<file path="config.mk">
export PLATFORM = sky130hd
export DESIGN_NAME = wdcm_top
export DESIGN_NICKNAME = d
export VERILOG_FILES = /design/src/design/wdcm_top.v /design/src/design/wdcm_clock_monitor.v
export VERILOG_INCLUDE_DIRS = /design/src /design/src/design
export SDC_FILE = /design/constraint.sdc
export NUM_CORES = 1
export LEC_CHECK = 0
export ABC_AREA = 1
export ABC_CLOCK_PERIOD_IN_PS = 4100
export BUFFER_PORTS_ARGS = -buffer_cell sky130_fd_sc_hd__buf_2
export CELL_PAD_IN_SITES_DETAIL_PLACEMENT = 1
export CELL_PAD_IN_SITES_GLOBAL_PLACEMENT = 1
export CORE_UTILIZATION = 45
export CTS_BUF_LIST = sky130_fd_sc_hd__clkbuf_8
export DETAILED_ROUTE_END_ITERATION = 6
export PLACE_DENSITY = 0.91
export RECOVER_POWER = 25
export SYNTH_ARGS = -nofsm -noshare
export SYNTH_HDL_FRONTEND = slang
export SYNTH_HIERARCHICAL = 1
export SYNTH_SLANG_ARGS = --single-unit
</file>
<file path="constraint.sdc">
create_clock -name sys_clk -period 4.1 [get_ports sys_clk]
set_clock_uncertainty 0.2 [all_clocks]
set_input_delay 0.82 -clock sys_clk [delete_from_list [all_inputs] [get_ports sys_clk]]
set_output_delay 0.82 -clock sys_clk [all_outputs]
set_load 0.005 [all_outputs]
</file>
<file path="src/design/wdcm_defines.vh">
/*
 * constants for the watchdog and clock monitor block: field positions,
 * reset values, window limits and timing counts.
 * assumes it is included by bare name from design files only.
 */
`ifndef WDCM_DEFINES_VH
`define WDCM_DEFINES_VH

// service register field positions
`define WDCM_SEL_MSB        7
`define WDCM_SEL_LSB        6
`define WDCM_KEY_MSB        5
`define WDCM_KEY_LSB        1
`define WDCM_CM_BIT         0

// fixed key pattern 01100
`define WDCM_KEY_VALUE      5'h0C

// reset values: widest window, clock monitor on
`define WDCM_SEL_RESET      2'h3
`define WDCM_CM_RESET       1'h1

// window limits in instruction cycles
`define WDCM_LOWER_LIMIT    9'h100
`define WDCM_UPPER_8K       17'h02000
`define WDCM_UPPER_16K      17'h04000
`define WDCM_UPPER_32K      17'h08000
`define WDCM_UPPER_64K      17'h10000

// fault pin held low this many cycles after the pin reads low
`define WDCM_HOLD_CYCLES    5'h10

// clock monitor: longest gap between oscillator edges (10 kHz floor)
`define WDCM_CLK_PERIOD_PS  4000
`define WDCM_CM_MAX_GAP_NS  100000
// 100 us over a 4 ns clock, sized to the monitor's 16-bit gap counter
`define WDCM_CM_MAX_GAP_CYC 16'h61A8

`endif

</file>
<file path="src/design/wdcm_top.v">
/*
 * watchdog with service window and clock monitor, behind one
 * memory-mapped service register reached by a plain write/read port.
 * assumes every enabled sys_clk edge is one instruction cycle and that
 * the fault pin's own level is fed back on fault_pin_in.
 */
`timescale 1ns/1ps
`include "wdcm_defines.vh"

module wdcm_top #(
	parameter             CM_GAP_W   = 16,
	parameter [CM_GAP_W-1:0] CM_MAX_GAP = `WDCM_CM_MAX_GAP_CYC
) (
	// clock, reset, enable
	input  wire       sys_clk,
	input  wire       rst_n,
	input  wire       clk_en,
	// configuration and mode
	input  wire       watchdog_option_en,
	input  wire       wd_inhibit,
	// service register port
	input  wire       svc_wr_en,
	input  wire       svc_rd_en,
	input  wire [7:0] svc_wdata,
	output reg  [7:0] svc_rdata,
	// oscillator under watch
	input  wire       osc_clock_input,
	// fault pin, active low, open drain
	input  wire       fault_pin_in,
	output wire       fault_output_pin_o,
	output reg        fault_output_pin_oe,
	// status
	output reg        cm_fault_o
);

	localparam ST_RUN     = 2'h0;
	localparam ST_PULL    = 2'h1;
	localparam ST_HOLD    = 2'h2;
	localparam ST_RELEASE = 2'h3;

	// fault pin sequencer
	reg  [1:0]  state_reg;
	reg  [1:0]  state_next;
	// fields fixed by the first valid service
	reg  [1:0]  sel_reg;
	reg         cm_en_reg;
	reg         locked_reg;
	// window timers, each saturating at its limit; hold counter cleared outside the hold
	reg  [16:0] upper_cnt_reg;
	reg  [8:0]  lower_cnt_reg;
	reg  [4:0]  hold_cnt_reg;
	reg  [16:0] upper_limit;
	// decode terms
	wire        cm_fault;
	wire        key_ok;
	wire        fields_ok;
	wire        svc_take;
	wire        svc_valid;
	wire        svc_bad;
	wire        svc_early;
	wire        upper_expire;
	wire        restart;

	// the pin is only ever pulled low; release lets the pull-up win
	assign fault_output_pin_o = 1'b0;

	////////////////////////////////////////////////////////////////////////
	// service decode
	assign key_ok    = (svc_wdata[`WDCM_KEY_MSB:`WDCM_KEY_LSB] == `WDCM_KEY_VALUE);
	assign fields_ok = (svc_wdata[`WDCM_SEL_MSB:`WDCM_SEL_LSB] == sel_reg) &&
	                   (svc_wdata[`WDCM_CM_BIT] == cm_en_reg);
	// services while the fault is out are ignored
	assign svc_take  = watchdog_option_en & svc_wr_en & (state_reg == ST_RUN);
	assign svc_valid = svc_take & key_ok & (fields_ok | ~locked_reg);
	assign svc_bad   = svc_take & ~svc_valid;
	// the first service may land inside the first 256 cycles
	assign svc_early = svc_valid & locked_reg & (lower_cnt_reg < `WDCM_LOWER_LIMIT);

	////////////////////////////////////////////////////////////////////////
	// upper limit per window select
	always @* begin
		case (sel_reg)
			2'h0:    upper_limit = `WDCM_UPPER_8K;
			2'h1:    upper_limit = `WDCM_UPPER_16K;
			2'h2:    upper_limit = `WDCM_UPPER_32K;
			default: upper_limit = `WDCM_UPPER_64K;
		endcase
	end

	assign upper_expire = watchdog_option_en & (state_reg == ST_RUN) &
	                      (upper_cnt_reg >= upper_limit);
	// window restarts once the pin has gone back high
	assign restart = (state_reg == ST_RELEASE) & fault_pin_in;

	////////////////////////////////////////////////////////////////////////
	// clock monitor, enabled by the stored monitor bit while the option is on
	wdcm_clock_monitor #(
		.GAP_W   (CM_GAP_W),
		.MAX_GAP (CM_MAX_GAP)
	) u_cm (
		.sys_clk         (sys_clk),
		.rst_n           (rst_n),
		.clk_en          (clk_en),
		.enable          (watchdog_option_en & cm_en_reg),
		.osc_clock_input (osc_clock_input),
		.cm_fault        (cm_fault)
	);

	////////////////////////////////////////////////////////////////////////
	// stored fields; locked after the first key match
	always @(posedge sys_clk or negedge rst_n) begin
		if (!rst_n) begin
			sel_reg    <= `WDCM_SEL_RESET;
			cm_en_reg  <= `WDCM_CM_RESET;
			locked_reg <= 1'b0;
		end else if (clk_en) begin
			if (svc_valid && !locked_reg) begin
				sel_reg    <= svc_wdata[`WDCM_SEL_MSB:`WDCM_SEL_LSB];
				cm_en_reg  <= svc_wdata[`WDCM_CM_BIT];
				locked_reg <= 1'b1;
			end
		end
	end

	////////////////////////////////////////////////////////////////////////
	// two independent window timers, one step per instruction cycle
	always @(posedge sys_clk or negedge rst_n) begin
		if (!rst_n) begin
			upper_cnt_reg <= 17'h00000;
			lower_cnt_reg <= 9'h000;
		end else if (clk_en) begin
			if (svc_valid || restart) begin
				upper_cnt_reg <= 17'h00000;
				lower_cnt_reg <= 9'h000;
			// frozen while halted or idle; the monitor keeps running while halted
			end else if (state_reg == ST_RUN && !wd_inhibit && watchdog_option_en) begin
				if (upper_cnt_reg < upper_limit)
					upper_cnt_reg <= upper_cnt_reg + 17'h00001;
				// lower timer saturates, it only needs to know 256 passed
				if (lower_cnt_reg < `WDCM_LOWER_LIMIT)
					lower_cnt_reg <= lower_cnt_reg + 9'h001;
			end
		end
	end

	////////////////////////////////////////////////////////////////////////
	// fault pin sequencing
	always @* begin
		state_next = state_reg;
		case (state_reg)
			ST_RUN: begin
				if (svc_bad || svc_early || upper_expire || cm_fault)
					state_next = ST_PULL;
			end
			ST_PULL: begin
				// hold count starts only once the pin really reads low
				if (!fault_pin_in && !cm_fault)
					state_next = ST_HOLD;
			end
			ST_HOLD: begin
				// a fresh monitor fault restarts the hold from the pull stage
				if (cm_fault)
					state_next = ST_PULL;
				else if (hold_cnt_reg == `WDCM_HOLD_CYCLES - 5'h01)
					state_next = ST_RELEASE;
			end
			ST_RELEASE: begin
				// window restarts only once the pull-up has the pin high again
				if (cm_fault)
					state_next = ST_PULL;
				else if (fault_pin_in)
					state_next = ST_RUN;
			end
			default: state_next = ST_RUN;
		endcase
	end

	// registered pin enable, so the pin cannot glitch low between states
	always @(posedge sys_clk or negedge rst_n) begin
		if (!rst_n) begin
			state_reg           <= ST_RUN;
			hold_cnt_reg        <= 5'h00;
			fault_output_pin_oe <= 1'b0;
			cm_fault_o          <= 1'b0;
		end else if (clk_en) begin
			state_reg           <= state_next;
			cm_fault_o          <= cm_fault;
			hold_cnt_reg        <= (state_next == ST_HOLD && state_reg == ST_HOLD) ?
			                       hold_cnt_reg + 5'h01 : 5'h00;
			fault_output_pin_oe <= (state_next == ST_PULL) || (state_next == ST_HOLD);
		end
	end

	////////////////////////////////////////////////////////////////////////
	// read back; key field always zero so the key cannot leak
	always @(posedge sys_clk or negedge rst_n) begin
		if (!rst_n) begin
			svc_rdata <= 8'h00;
		end else if (clk_en && svc_rd_en) begin
			svc_rdata <= {sel_reg, 5'h00, cm_en_reg};
		end
	end

endmodule // wdcm_top

</file>
<file path="src/design/wdcm_clock_monitor.v">
/*
 * clock monitor: flags an absent or too slow oscillator input.
 * assumes osc_clock_input is synchronous to sys_clk and far slower than it.
 */
`timescale 1ns/1ps
`include "wdcm_defines.vh"

module wdcm_clock_monitor #(
	parameter             GAP_W   = 16,
	parameter [GAP_W-1:0] MAX_GAP = `WDCM_CM_MAX_GAP_CYC
) (
	// clock, reset, enable
	input  wire sys_clk,
	input  wire rst_n,
	input  wire clk_en,
	input  wire enable,
	// observed oscillator
	input  wire osc_clock_input,
	// fault level
	output reg  cm_fault
);

	reg             osc_prev_reg;
	reg [GAP_W-1:0] gap_reg;
	wire            osc_rise;

	assign osc_rise = osc_clock_input & ~osc_prev_reg;

	////////////////////////////////////////////////////////////////////////
	// gap counter saturates so a stopped clock keeps the fault standing
	always @(posedge sys_clk or negedge rst_n) begin
		if (!rst_n) begin
			osc_prev_reg <= 1'b0;
			gap_reg      <= {GAP_W{1'b0}};
			cm_fault     <= 1'b0;
		end else if (clk_en) begin
			osc_prev_reg <= osc_clock_input;
			if (!enable) begin
				gap_reg  <= {GAP_W{1'b0}};
				cm_fault <= 1'b0;
			end else if (osc_rise) begin
				gap_reg <= {GAP_W{1'b0}};
				if (gap_reg < MAX_GAP)
					cm_fault <= 1'b0;
			end else if (gap_reg >= MAX_GAP) begin
				cm_fault <= 1'b1;
			end else begin
				gap_reg <= gap_reg + {{(GAP_W-1){1'b0}}, 1'b1};
			end
		end
	end

endmodule // wdcm_clock_monitor

</file>
### After elaboration in Yosys (flattened, before gate mapping)

Cells that the tools add are included.

* bits in registers: 60
* input port bits: 17
* output and inout bits: 11
* word-level logic and storage cells: 100

* add/subtract/negate cells: 4
* order comparisons: 5
* equality and inequality tests: 14
* multiplexer cells: 22
* bitwise gates (word level): 16
* reductions and logical operators: 26

Operator list (count)
* 17-bit 2-to-1 mux: 3
* 17-bit one-hot mux with 3 select lines: 1
* 16-bit 2-to-1 mux: 3
* 9-bit 2-to-1 mux: 3
* 17-bit by 1-bit adder with 17-bit output (second input constant): 1
* 17-bit greater-or-equal comparator: 1
* 17-bit < comparator: 1
* 16-bit by 1-bit adder with 16-bit output (second input constant): 1
* 16-bit by 15-bit greater-or-equal comparator with 1-bit output (second input constant): 1
* 16-bit by 15-bit < comparator with 1-bit output (second input constant): 1
* 1-bit AND: 12
* 2-bit 2-to-1 mux: 6
* 5-bit by 4-bit equality test with 1-bit output (second input constant): 2
* 9-bit by 1-bit adder with 9-bit output (second input constant): 1
* 9-bit < comparator (second input constant): 1
* 3-bit != test (second input constant): 3
* 3-bit AND reduction: 3
* 2-bit equality test (second input constant): 4
* 2-bit one-hot mux with 4 select lines: 1
* 1-bit logical AND: 7
* 2-bit by 1-bit equality test with 1-bit output (second input constant): 3
* 2-bit nonzero test: 3
* 5-bit by 1-bit adder with 5-bit output (second input constant): 1
* 1-bit logical OR: 5
* other kinds (9): 19

### Longest topological paths before layout

Gate-level depths: netlist of run 1.

* depth after elaboration: 14
* mapped depth: 17
* gate-level depth less buffers: 17

### By module

Netlist of run 1, hierarchy kept.

By module, submodules not included
* wdcm_top: times used 1, cells each 382, area an instance 2826.5 um2, seq. area each 1054.8 um2
* wdcm_clock_monitor: times used 1, cells each 180, area an instance 1227.4 um2, seq. area each 450.4 um2

### Least setup slack after synthesis of run 1

Ideal clock, no wire load.

* path kind: input-to-reg
* start point: in svc_wdata[2]
* end point: reg hold_cnt_reg[3]
* setup time: 0.071 ns
* arrival time: 2.049 ns
* data required time: 3.829 ns
* setup slack: 1.779 ns
* stages on the path: 11
* path buffers: 0
* path through: or2_0 > nor3_4 > nand2_2 > nand2_1 > nand4_1 > nand2_1 > ha_1 > nand2_1 > nand2_1 > nand2_1 > nor2_1

* longest elaborated chain between the ends: 13
* elaborated cells on any way between the ends: 15
* those cells by class: 2 x eq/ne; 3 x mux; 6 x bitwise; 4 x reduce/logical

RTL lines
* start, declared: RTL line wdcm_top.v:24 `input wire [7:0] svc_wdata,`
* 5-bit by 4-bit equality test with 1-bit output (no source line) *
* 1-bit AND * (2 in a row): RTL line wdcm_top.v:74 `assign svc_valid = svc_take & key_ok & (fields_ok | ~locked_reg);`
* 1-bit AND / 1-bit inverter (equally long branches): RTL line wdcm_top.v:77, wdcm_top.v:75
* 1-bit AND (on tied branches): RTL line wdcm_top.v:77, wdcm_top.v:75
* 1-bit logical OR * (3 in a row): RTL line wdcm_top.v:152 `if (svc_bad || svc_early || upper_expire || cm_fault)`
* 2-bit 2-to-1 mux *: RTL line wdcm_top.v:152
* 2-bit one-hot mux with 4 select lines *: RTL line wdcm_top.v:150 `case (state_reg)`
* 2-bit equality test *: RTL line wdcm_top.v:188 `hold_cnt_reg <= (state_next == ST_HOLD && state_reg == ST_HOLD) ?`
* 1-bit logical AND *: RTL line wdcm_top.v:188
* 5-bit 2-to-1 mux *: RTL line wdcm_top.v:188
* end signal, assigned: RTL line wdcm_top.v:188
* end, declared: RTL line wdcm_top.v:51 `reg [4:0] hold_cnt_reg;`

Mark *: on every way between the ends. The rest lies on a longest branch, timed or not.
A chain may end at the register's enable or synchronous reset.

### Final worst setup path of run 1

* start point: reg sel_reg[0]
* end point: reg hold_cnt_reg[3]

* longest elaborated chain between the ends: 14
* elaborated cells on any way between the ends: 22
* those cells by class: 1 x order compare; 4 x eq/ne; 4 x mux; 7 x bitwise; 6 x reduce/logical

RTL lines
* start, declared: RTL line wdcm_top.v:45 `reg [1:0] sel_reg;`
* start signal, assigned: RTL line wdcm_top.v:113 `` sel_reg <= `WDCM_SEL_RESET; ``
* start signal, assigned: RTL line wdcm_top.v:118 `` sel_reg <= svc_wdata[`WDCM_SEL_MSB:`WDCM_SEL_LSB]; ``
* parallel branches: the longest is 7 deep, another holds 17-bit greater-or-equal comparator
* 1-bit logical OR * (2 in a row): RTL line wdcm_top.v:152
* 2-bit 2-to-1 mux *: RTL line wdcm_top.v:152
* 2-bit one-hot mux with 4 select lines *: RTL line wdcm_top.v:150
* 2-bit equality test *: RTL line wdcm_top.v:188
* 1-bit logical AND *: RTL line wdcm_top.v:188
* 5-bit 2-to-1 mux *: RTL line wdcm_top.v:188

Every way passes the cells marked *.

==> results of run 1 <==
[logic make-up after synthesis]
family / share of synthesized area (%)
buffers and inverters: 9.352
adder cells (fa/ha/maj): 3.704
XOR/XNOR: 3.673
AND/OR/NAND/NOR: 36.64
other: 0.09250
AO/OA/AOI/OAI: 9.414
flip-flops: 37.13
[critical path: stages (launching register included)]
cell	delay, ns
dfstp_2	0.59
nand2_1	0.07
ha_1	0.31
nand2_1	0.05
inv_1	0.08
nand2_1	0.07
nor2_1	0.11
nand2_1	0.07
nand2_1	0.07
nand2_1	0.05
nand4_1	0.12
nand2_1	0.08
ha_1	0.23
nand2_1	0.10
nand2_1	0.07
nand2_1	0.10
nor2_1	0.05
[final timing paths]
kind	cells past startpoint	slack, ns	end
worst max register to register	16	1.55	hold_cnt_reg[3]$_DFFE_PN0P_
min in group asynchronous	1	0.47	upper_cnt_reg[4]$_DFFE_PN0P_
worst min register to register	2	0.27	cm_fault_o$_DFFE_PN0P_
worst max-delay path	16	1.55	hold_cnt_reg[3]$_DFFE_PN0P_
max in group asynchronous	2	1.78	upper_cnt_reg[7]$_DFFE_PN0P_
worst min-delay path	2	0.27	cm_fault_o$_DFFE_PN0P_
[power by group through the flow]
stage / Sequential, W / Combinational [W] / Clock (W)
3_5_place_dp: 0.000806 / 0.000505 / 0
6_report: 0.000800 / 0.000506 / 0.000480
5_1_grt: 0.000812 / 0.000579 / 0.000515
2_1_floorplan: 0.000773 / 0.000397 / 0
3_3_place_gp: 0.000800 / 0.000458 / 0
4_1_cts: 0.000798 / 0.000511 / 0.000492
[routing by layer]
layer  GRT usage, %  vias up  share of wire (%)
met1          27.06     1826                 42
met5              0        -                  0
li1               -     1829                  -
met2          46.10       58                 53
met3          5.925       23                2.8
met4          10.56        0                2.4
[layout by cell type (no fill, tap or decap), types with 2 or more instances in the layout]
| master | n |
|---|---|
| ha_1 | 12 |
| inv_1 | 58 |
| conb_1 | 6 |
| nor3_1 | 3 |
| a21oi_1 | 5 |
| clkbuf_8 | 10 |
| dfrtp_1 | 57 |
| nor2_2 | 2 |
| o21ai_2 | 16 |
| clkbuf_1 | 2 |
| clkinvlp_4 | 2 |
| nand4_1 | 23 |
| o21bai_1 | 2 |
| xnor2_1 | 2 |
| buf_2 | 20 |
| or2_2 | 7 |
| o2111ai_1 | 2 |
| nand2_4 | 3 |
| nand3b_1 | 3 |
| nand2_1 | 170 |
| inv_2 | 2 |
| xor2_1 | 15 |
| dfstp_2 | 3 |
| o21ai_0 | 24 |
| a21o_1 | 2 |
| nand2_2 | 8 |
| nand3_1 | 50 |
| clkinv_2 | 2 |
| nor2_1 | 63 |
[stage by stage]
step / util [%] / cell area, um^2
final: 49.74 / 4338
after global routing: 49.74 / 4338
after detailed placement: 47.85 / 4173
after global placement: 47.85 / 4173
after CTS: 49.80 / 4343
after floorplan: - / 4073
[layout make-up]
cell class                      instances  share of cell area (%)
Tap cell                              108                   3.115
Inverter                               59                   5.163
Clock inverter                          6                  0.7499
Multi-Input combinational cell        427                   50.45
Timing Repair Buffer                   23                   2.654
Clock buffer                           10                   3.173
Sequential cell                        60                   34.70
==> results.md, run 1 <==
- Register Area: approximately 1500 um^2
- Vias: approximately 3700
- Combinational share of power: approximately 28%
- Max reg flops: 17
- Detailed Place HPWL: 7.762 mm
- Crit-path max FO: 6
- Rows: 34
- Status: completed
- Worst setup EP type: flop
- Core Area: between 8000 and 9000 um^2
- DR pass1 iterations: 4
- Finished Layout Cells: roughly 690
- Least-Margin Pin Slew: 1.130 ns
- Fillers: about 1200
- Slew headroom: roughly a quarter
- CTS clk-pin slew, worst paths: 0.07 ns
- Arrival @ worst endpoint: 2.59 ns
- Dpl cells: 677
- Power Total: 0.001786 W
- Maxcap violations: 0
- CTS root buf: clkbuf_8
- Final Max Slew Viols: 0
- WHS: between 0.2 and 0.3 ns
- DR WL/cell: approximately 16 um
- Ranking of synthesized cells by area: dfrtp_1 (35%), nand2_1 (16%), nand3_1 (6.2%)
- Clock power share: 26.9%
- Clock latency on the worst-skew pair: 0.35 ns
- Setup ws final: 1.552 ns
- TritonCTS clock tree: yes
- Clock Tree Buf Depth: 2
- Top post-synthesis cells by count: nand2_1 (170), nor2_1 (63), dfrtp_1 (57)
- Main synth FF type: dfrtp_1
- Max Fclk: between 300 and 400 MHz
- GRT overflow: 0
- # hold bufs at CTS: 0
- Final setup fails: 0
- CP startpoint: sel_reg[0]$_DFFE_PN1P_
- Final Cycle Share: 62.14%
- Routability cong.: 0.8453
- Post-synth ARST share: 100.0%
- Mapped Cells: roughly 560
- Reg-to-reg critical path startpoint: sel_reg[0]$_DFFE_PN1P_
- Hold Vio Cnt, Final: 0
- DRC viols: 0
- Die area: 9393 um^2
- Share of cells above drive strength 1: approximately 14%
- Largest net degree at the start of global routing: 34
- Starting Density: between 40 and 50%
- Buffers on Ports: 21
- Setup repair after global routing missed its margin: false
- CP Launch Type: flop
- # clock sinks: 60
- Die X: slightly below 100 um
- Static leakage: approximately 2.1 nW
- Initial DRC count: 86
- Ys Warns: 6
- Most frequent cell after synthesis: nand2_1
- Number of diodes: 0
- NumNets Final: 609
- P_sw: around 0.00070 W
- HP Class: flop to flop
- Total GRT Usage: between 20% and 30%
- Hold path start: cm_fault_o$_DFFE_PN0P_
- Sequential power share: roughly 45%
- Routed WL: between 10 and 15 mm
- H-tree depth: 3
- Total CTS buffers: 9
- P per Cell Area: just over 400 nW/um^2
- P&R area growth vs syn: 7.006%
- Multi-input gate area: between 2000 and 2500 um^2
- Switching Fraction: between 30% and 40%
- Unique masters post-synth: 38
- EDFF count, synth: 0
- Seq/Total Area, Yosys: 37.13%
- CP Class: flop to flop
- Initial antenna violation count: 0
- Vias in the first global route: approximately 4200
- Number of top-level pins: 28
- Final min period: between 2 and 3 ns
- Synth Area per Inst: 7.213 um^2
- Post-DRT Antenna Nets: 0
- Top cell type's share of synthesized area: a little over a third
- Cell taking the most area after synthesis: dfrtp_1
- CP Data Required Time: 4.14 ns
- Netlist Area Pre-Place: just over 4000 um^2
- Global-route wire length before repair: roughly 19 mm
- Vias/cell: approximately 5.4
- Setup Fix Bufs, Post-CTS: 0
- Die Height: 96.92 um
- Setup_tns: 0 ns
- Internal: about 0.0011 W
- FF+latch count, synth: 60
- Dpl ws: between 1 and 1.5 ns
- PostCTS Resize Cnt: 0
- Maximum vdd ir drop: roughly 200 uV
No activity file was read; power rests on OpenSTA's default activity.
==> run 2: changes to the inputs <==
--- a/config.mk
+++ b/config.mk
@@ -7,7 +7,7 @@
 export NUM_CORES = 1
 export LEC_CHECK = 0
 export ABC_AREA = 1
-export ABC_CLOCK_PERIOD_IN_PS = 4100
+export ABC_CLOCK_PERIOD_IN_PS = 2700
 export BUFFER_PORTS_ARGS = -buffer_cell sky130_fd_sc_hd__buf_2
 export CELL_PAD_IN_SITES_DETAIL_PLACEMENT = 1
 export CELL_PAD_IN_SITES_GLOBAL_PLACEMENT = 1
==> constraint.sdc (replaced) <==
create_clock -name sys_clk -period 2.7 [get_ports sys_clk]
set_clock_uncertainty 0.2 [all_clocks]
set_input_delay 0.54 -clock sys_clk [delete_from_list [all_inputs] [get_ports sys_clk]]
set_output_delay 0.54 -clock sys_clk [all_outputs]
set_load 0.005 [all_outputs]
==> run 2 against run 1 <==
Effect of this change:
- the run now ends with capacitance limit left
- non-clock buffer count up 3
- sequential power up 51%
- flip-flop and latch count unchanged
- highest routed layer unchanged
- die area unchanged
- wire length down 3.6%
- final cell count up 0.43%
- cell area up 1.4%
- critical path depth down 6
- hold slack worse by 0.0011 ns
- global-route usage down 0.83 points
- setup slack worse by 1.4 ns
- register-to-register slack worse by 1.4 ns
==> results.md, run 2 (synthesized netlist as in run 1, its figures left out) <==
- Met1 WL: 4.719 mm (+2.7%)
- Core Area: 8721 um^2 (unchanged)
- Area after DPL: 4208 um^2 (+0.84%)
- Setup Fix Bufs, Post-CTS: 0 (unchanged)
- Number of diodes: 0 (unchanged)
- Hold Vio Cnt, Final: 0 (unchanged)
- Setup ws final: 0.1872 ns (-1.365 ns)
- Final min period: 2.513 ns (-0.03487 ns)
- Setup_tns: 0 ns (unchanged)
- Maximum vdd ir drop: 271.5 uV (+37%)
- Multi-input gate area: 2188 um^2 (unchanged)
- Final setup fails: 0 (unchanged)
- Die Height: 96.92 um (unchanged)
- Met3 wire len: 194 um (-37%)
- Critical-path top delay cell: dfstp_2
- Global-route wire length before repair: 18.44 mm (-1.9%)
- Most frequent cells in the layout: nand2_1 (170), nor2_1 (63), inv_1 (57), dfrtp_1 (57), nand3_1 (50)
- Number of top-level pins: 28 (unchanged)
- GRT overflow: 0 (unchanged)
- P per Cell Area: 638.1 nW/um^2 (+55%)
- Violated checks: capacitance limit
- Die area: 9393 um^2 (unchanged)
- HP Class: input pin to flop
- Vias: 3741 (+0.13%)
- Total GRT Usage: 24.15% (-0.83 points)
- WHS: 0.2696 ns (-0.001093 ns)
- CTS clk-pin slew, worst paths: 0.08 ns (about the same)
- P&R area growth vs syn: 8.488%
- Post-DRT Antenna Nets: 0 (unchanged)
- # clock sinks: 60 (unchanged)
- Setup repair after global routing missed its margin: false
- Final Max Slew Viols: 0 (unchanged)
- Dpl cells: 680 (+0.44%)
- Least-Margin Pin Slew: 1.499 ns (+0.3694 ns)
- Final Cycle Share: 93.07% (+31 points)
- Finished Cell Area: 4398 um^2 (+1.4%)
- PostCTS Resize Cnt: 0 (unchanged)
- Max Fclk: 398.0 MHz (+1.4%)
- # hold bufs at CTS: 0 (unchanged)
- Maxcap violations: 1 (+1)
- Crit-path max FO: 31 (+25)
- Total CTS buffers: 9 (unchanged)
- DR pass1 iterations: 4 (unchanged)
- Most used cell, CP: nand2_1
- Clock Tree Buf Depth: 2 (unchanged)
- CP Class: flop to flop
- Slew headroom: 0.05082% (-25 points)
- Dpl ws: 0.2252 ns (-1.097 ns)
- Register Area: 1505 um^2 (unchanged)
- TritonCTS clock tree: yes
- H-tree depth: 3 (unchanged)
- Routability cong.: 0.8281 (-2.0%)
- Buffers on Ports: 21 (unchanged)
- DRC viols: 0 (unchanged)
- Max reg flops: 17 (unchanged)
- Clock latency on the worst-skew pair: 0.35 ns (about the same)
- Max Used Layer: met4
- Vias/cell: 5.375 (-0.30%)
- Arrival @ worst endpoint: 2.53 ns (-0.06 ns)
- Routed wl met2: 5.347 mm (-7.3%)
- Status: finished with violations
- Finished Layout Cells: 696 (+0.43%)
- Vias in the first global route: 4018 (-3.4%)
- CP Launch Type: flop
- Static leakage: 2.141 nW (+1.5%)
- Initial antenna violation count: 0 (unchanged)
- CP Data Required Time: 2.72 ns (-1.42 ns)
- Starting Density: 46.48% (unchanged)
- Detailed Place HPWL: 7.500 mm (-3.4%)
- DR WL/cell: 15.14 um (-4.0%)
- NumNets Final: 612 (+0.49%)
- Initial DRC count: 83 (-3.5%)
- Commonest non-fill, non-tap cell in the layout: nand2_1
- CP bufs+invs: 1 (unchanged)
- Share of cells above drive strength 1: 14.46% (+0.61 points)
- Die X: 96.92 um (unchanged)
- Largest net degree at the start of global routing: 38 (+12%)
- Worst setup EP type: flop
- Crit path max-delay family: simple AND/OR/NAND/NOR gates
- Rows: 34 (unchanged)
- CTS root buf: clkbuf_8
- Fillers: 1136 (-2.3%)
- CP cell instances: inv_1 > nand2_1 > ha_1 > nand2_1 > nand2_1 > a21o_1 > o211ai_2 > nand2_4 > nand2_1 > o21ai_2
- Routed WL: 10.54 mm (-3.6%)
- Critical Path Max Stage Delay: 0.58 ns (about the same)
==> run 2: cell type report <==
type / count / share of cell area, %
sequential: 60 / 34.22
inverter: 59 / 5.092
clock buffer: 9 / 2.817
tap: 108 / 3.073
multi-input combinational: 427 / 49.76
timing repair buffer: 26 / 3.471
clock inverter: 7 / 1.565
==> run 2: per-layer routing <==
layer | global-route usage (%) | up-vias
li1 | - | 1840
met1 | 29.22 | 1829
met2 | 42.25 | 46
met3 | 3.251 | 26
met4 | 11.48 | 0
met5 | 0 | -
==> run 2: final timing paths <==
check                                            start                           end  slack [ns]  depth (start not counted)
worst max-delay path            sel_reg[1]$_DFFE_PN1P_  upper_cnt_reg[2]$_DFFE_PN0P_        0.19                         10
worst min-delay path                      svc_wdata[7]        sel_reg[1]$_DFFE_PN1P_        0.27                          3
worst max register to register  sel_reg[1]$_DFFE_PN1P_  upper_cnt_reg[2]$_DFFE_PN0P_        0.19                         10
worst min register to register  cm_fault_o$_DFFE_PN0P_        cm_fault_o$_DFFE_PN0P_        0.30                          2
max in group asynchronous                        rst_n        sel_reg[0]$_DFFE_PN1P_        1.01                          2
min in group asynchronous                        rst_n  lower_cnt_reg[5]$_DFFE_PN0P_        0.35                          1
==> run 2: worst min-delay path, stage by stage <==
cell and delay, ns:
buf_2 0.12, nor2_1 0.10, a21oi_1 0.05
==> run 2: stage by stage <==
| stage | utilization (%) | total power, W |
|---|---|---|
| after floorplan | - | 0.001776 |
| after global placement | 48.25 | 0.001924 |
| after detailed placement | 48.25 | 0.001998 |
| after CTS | 50.46 | 0.002830 |
| after global routing | 50.43 | 0.002996 |
| final | 50.43 | 0.002806 |
==> run 2: where the power goes <==
group | leakage (nW) | internal [W] | switching, W | total (W)
clock | 0.100 | 0.000422 | 0.000388 | 0.000810
combinational | 1.24 | 0.000285 | 0.000501 | 0.000786
sequential | 0.800 | 0.00103 | 0.000176 | 0.00121
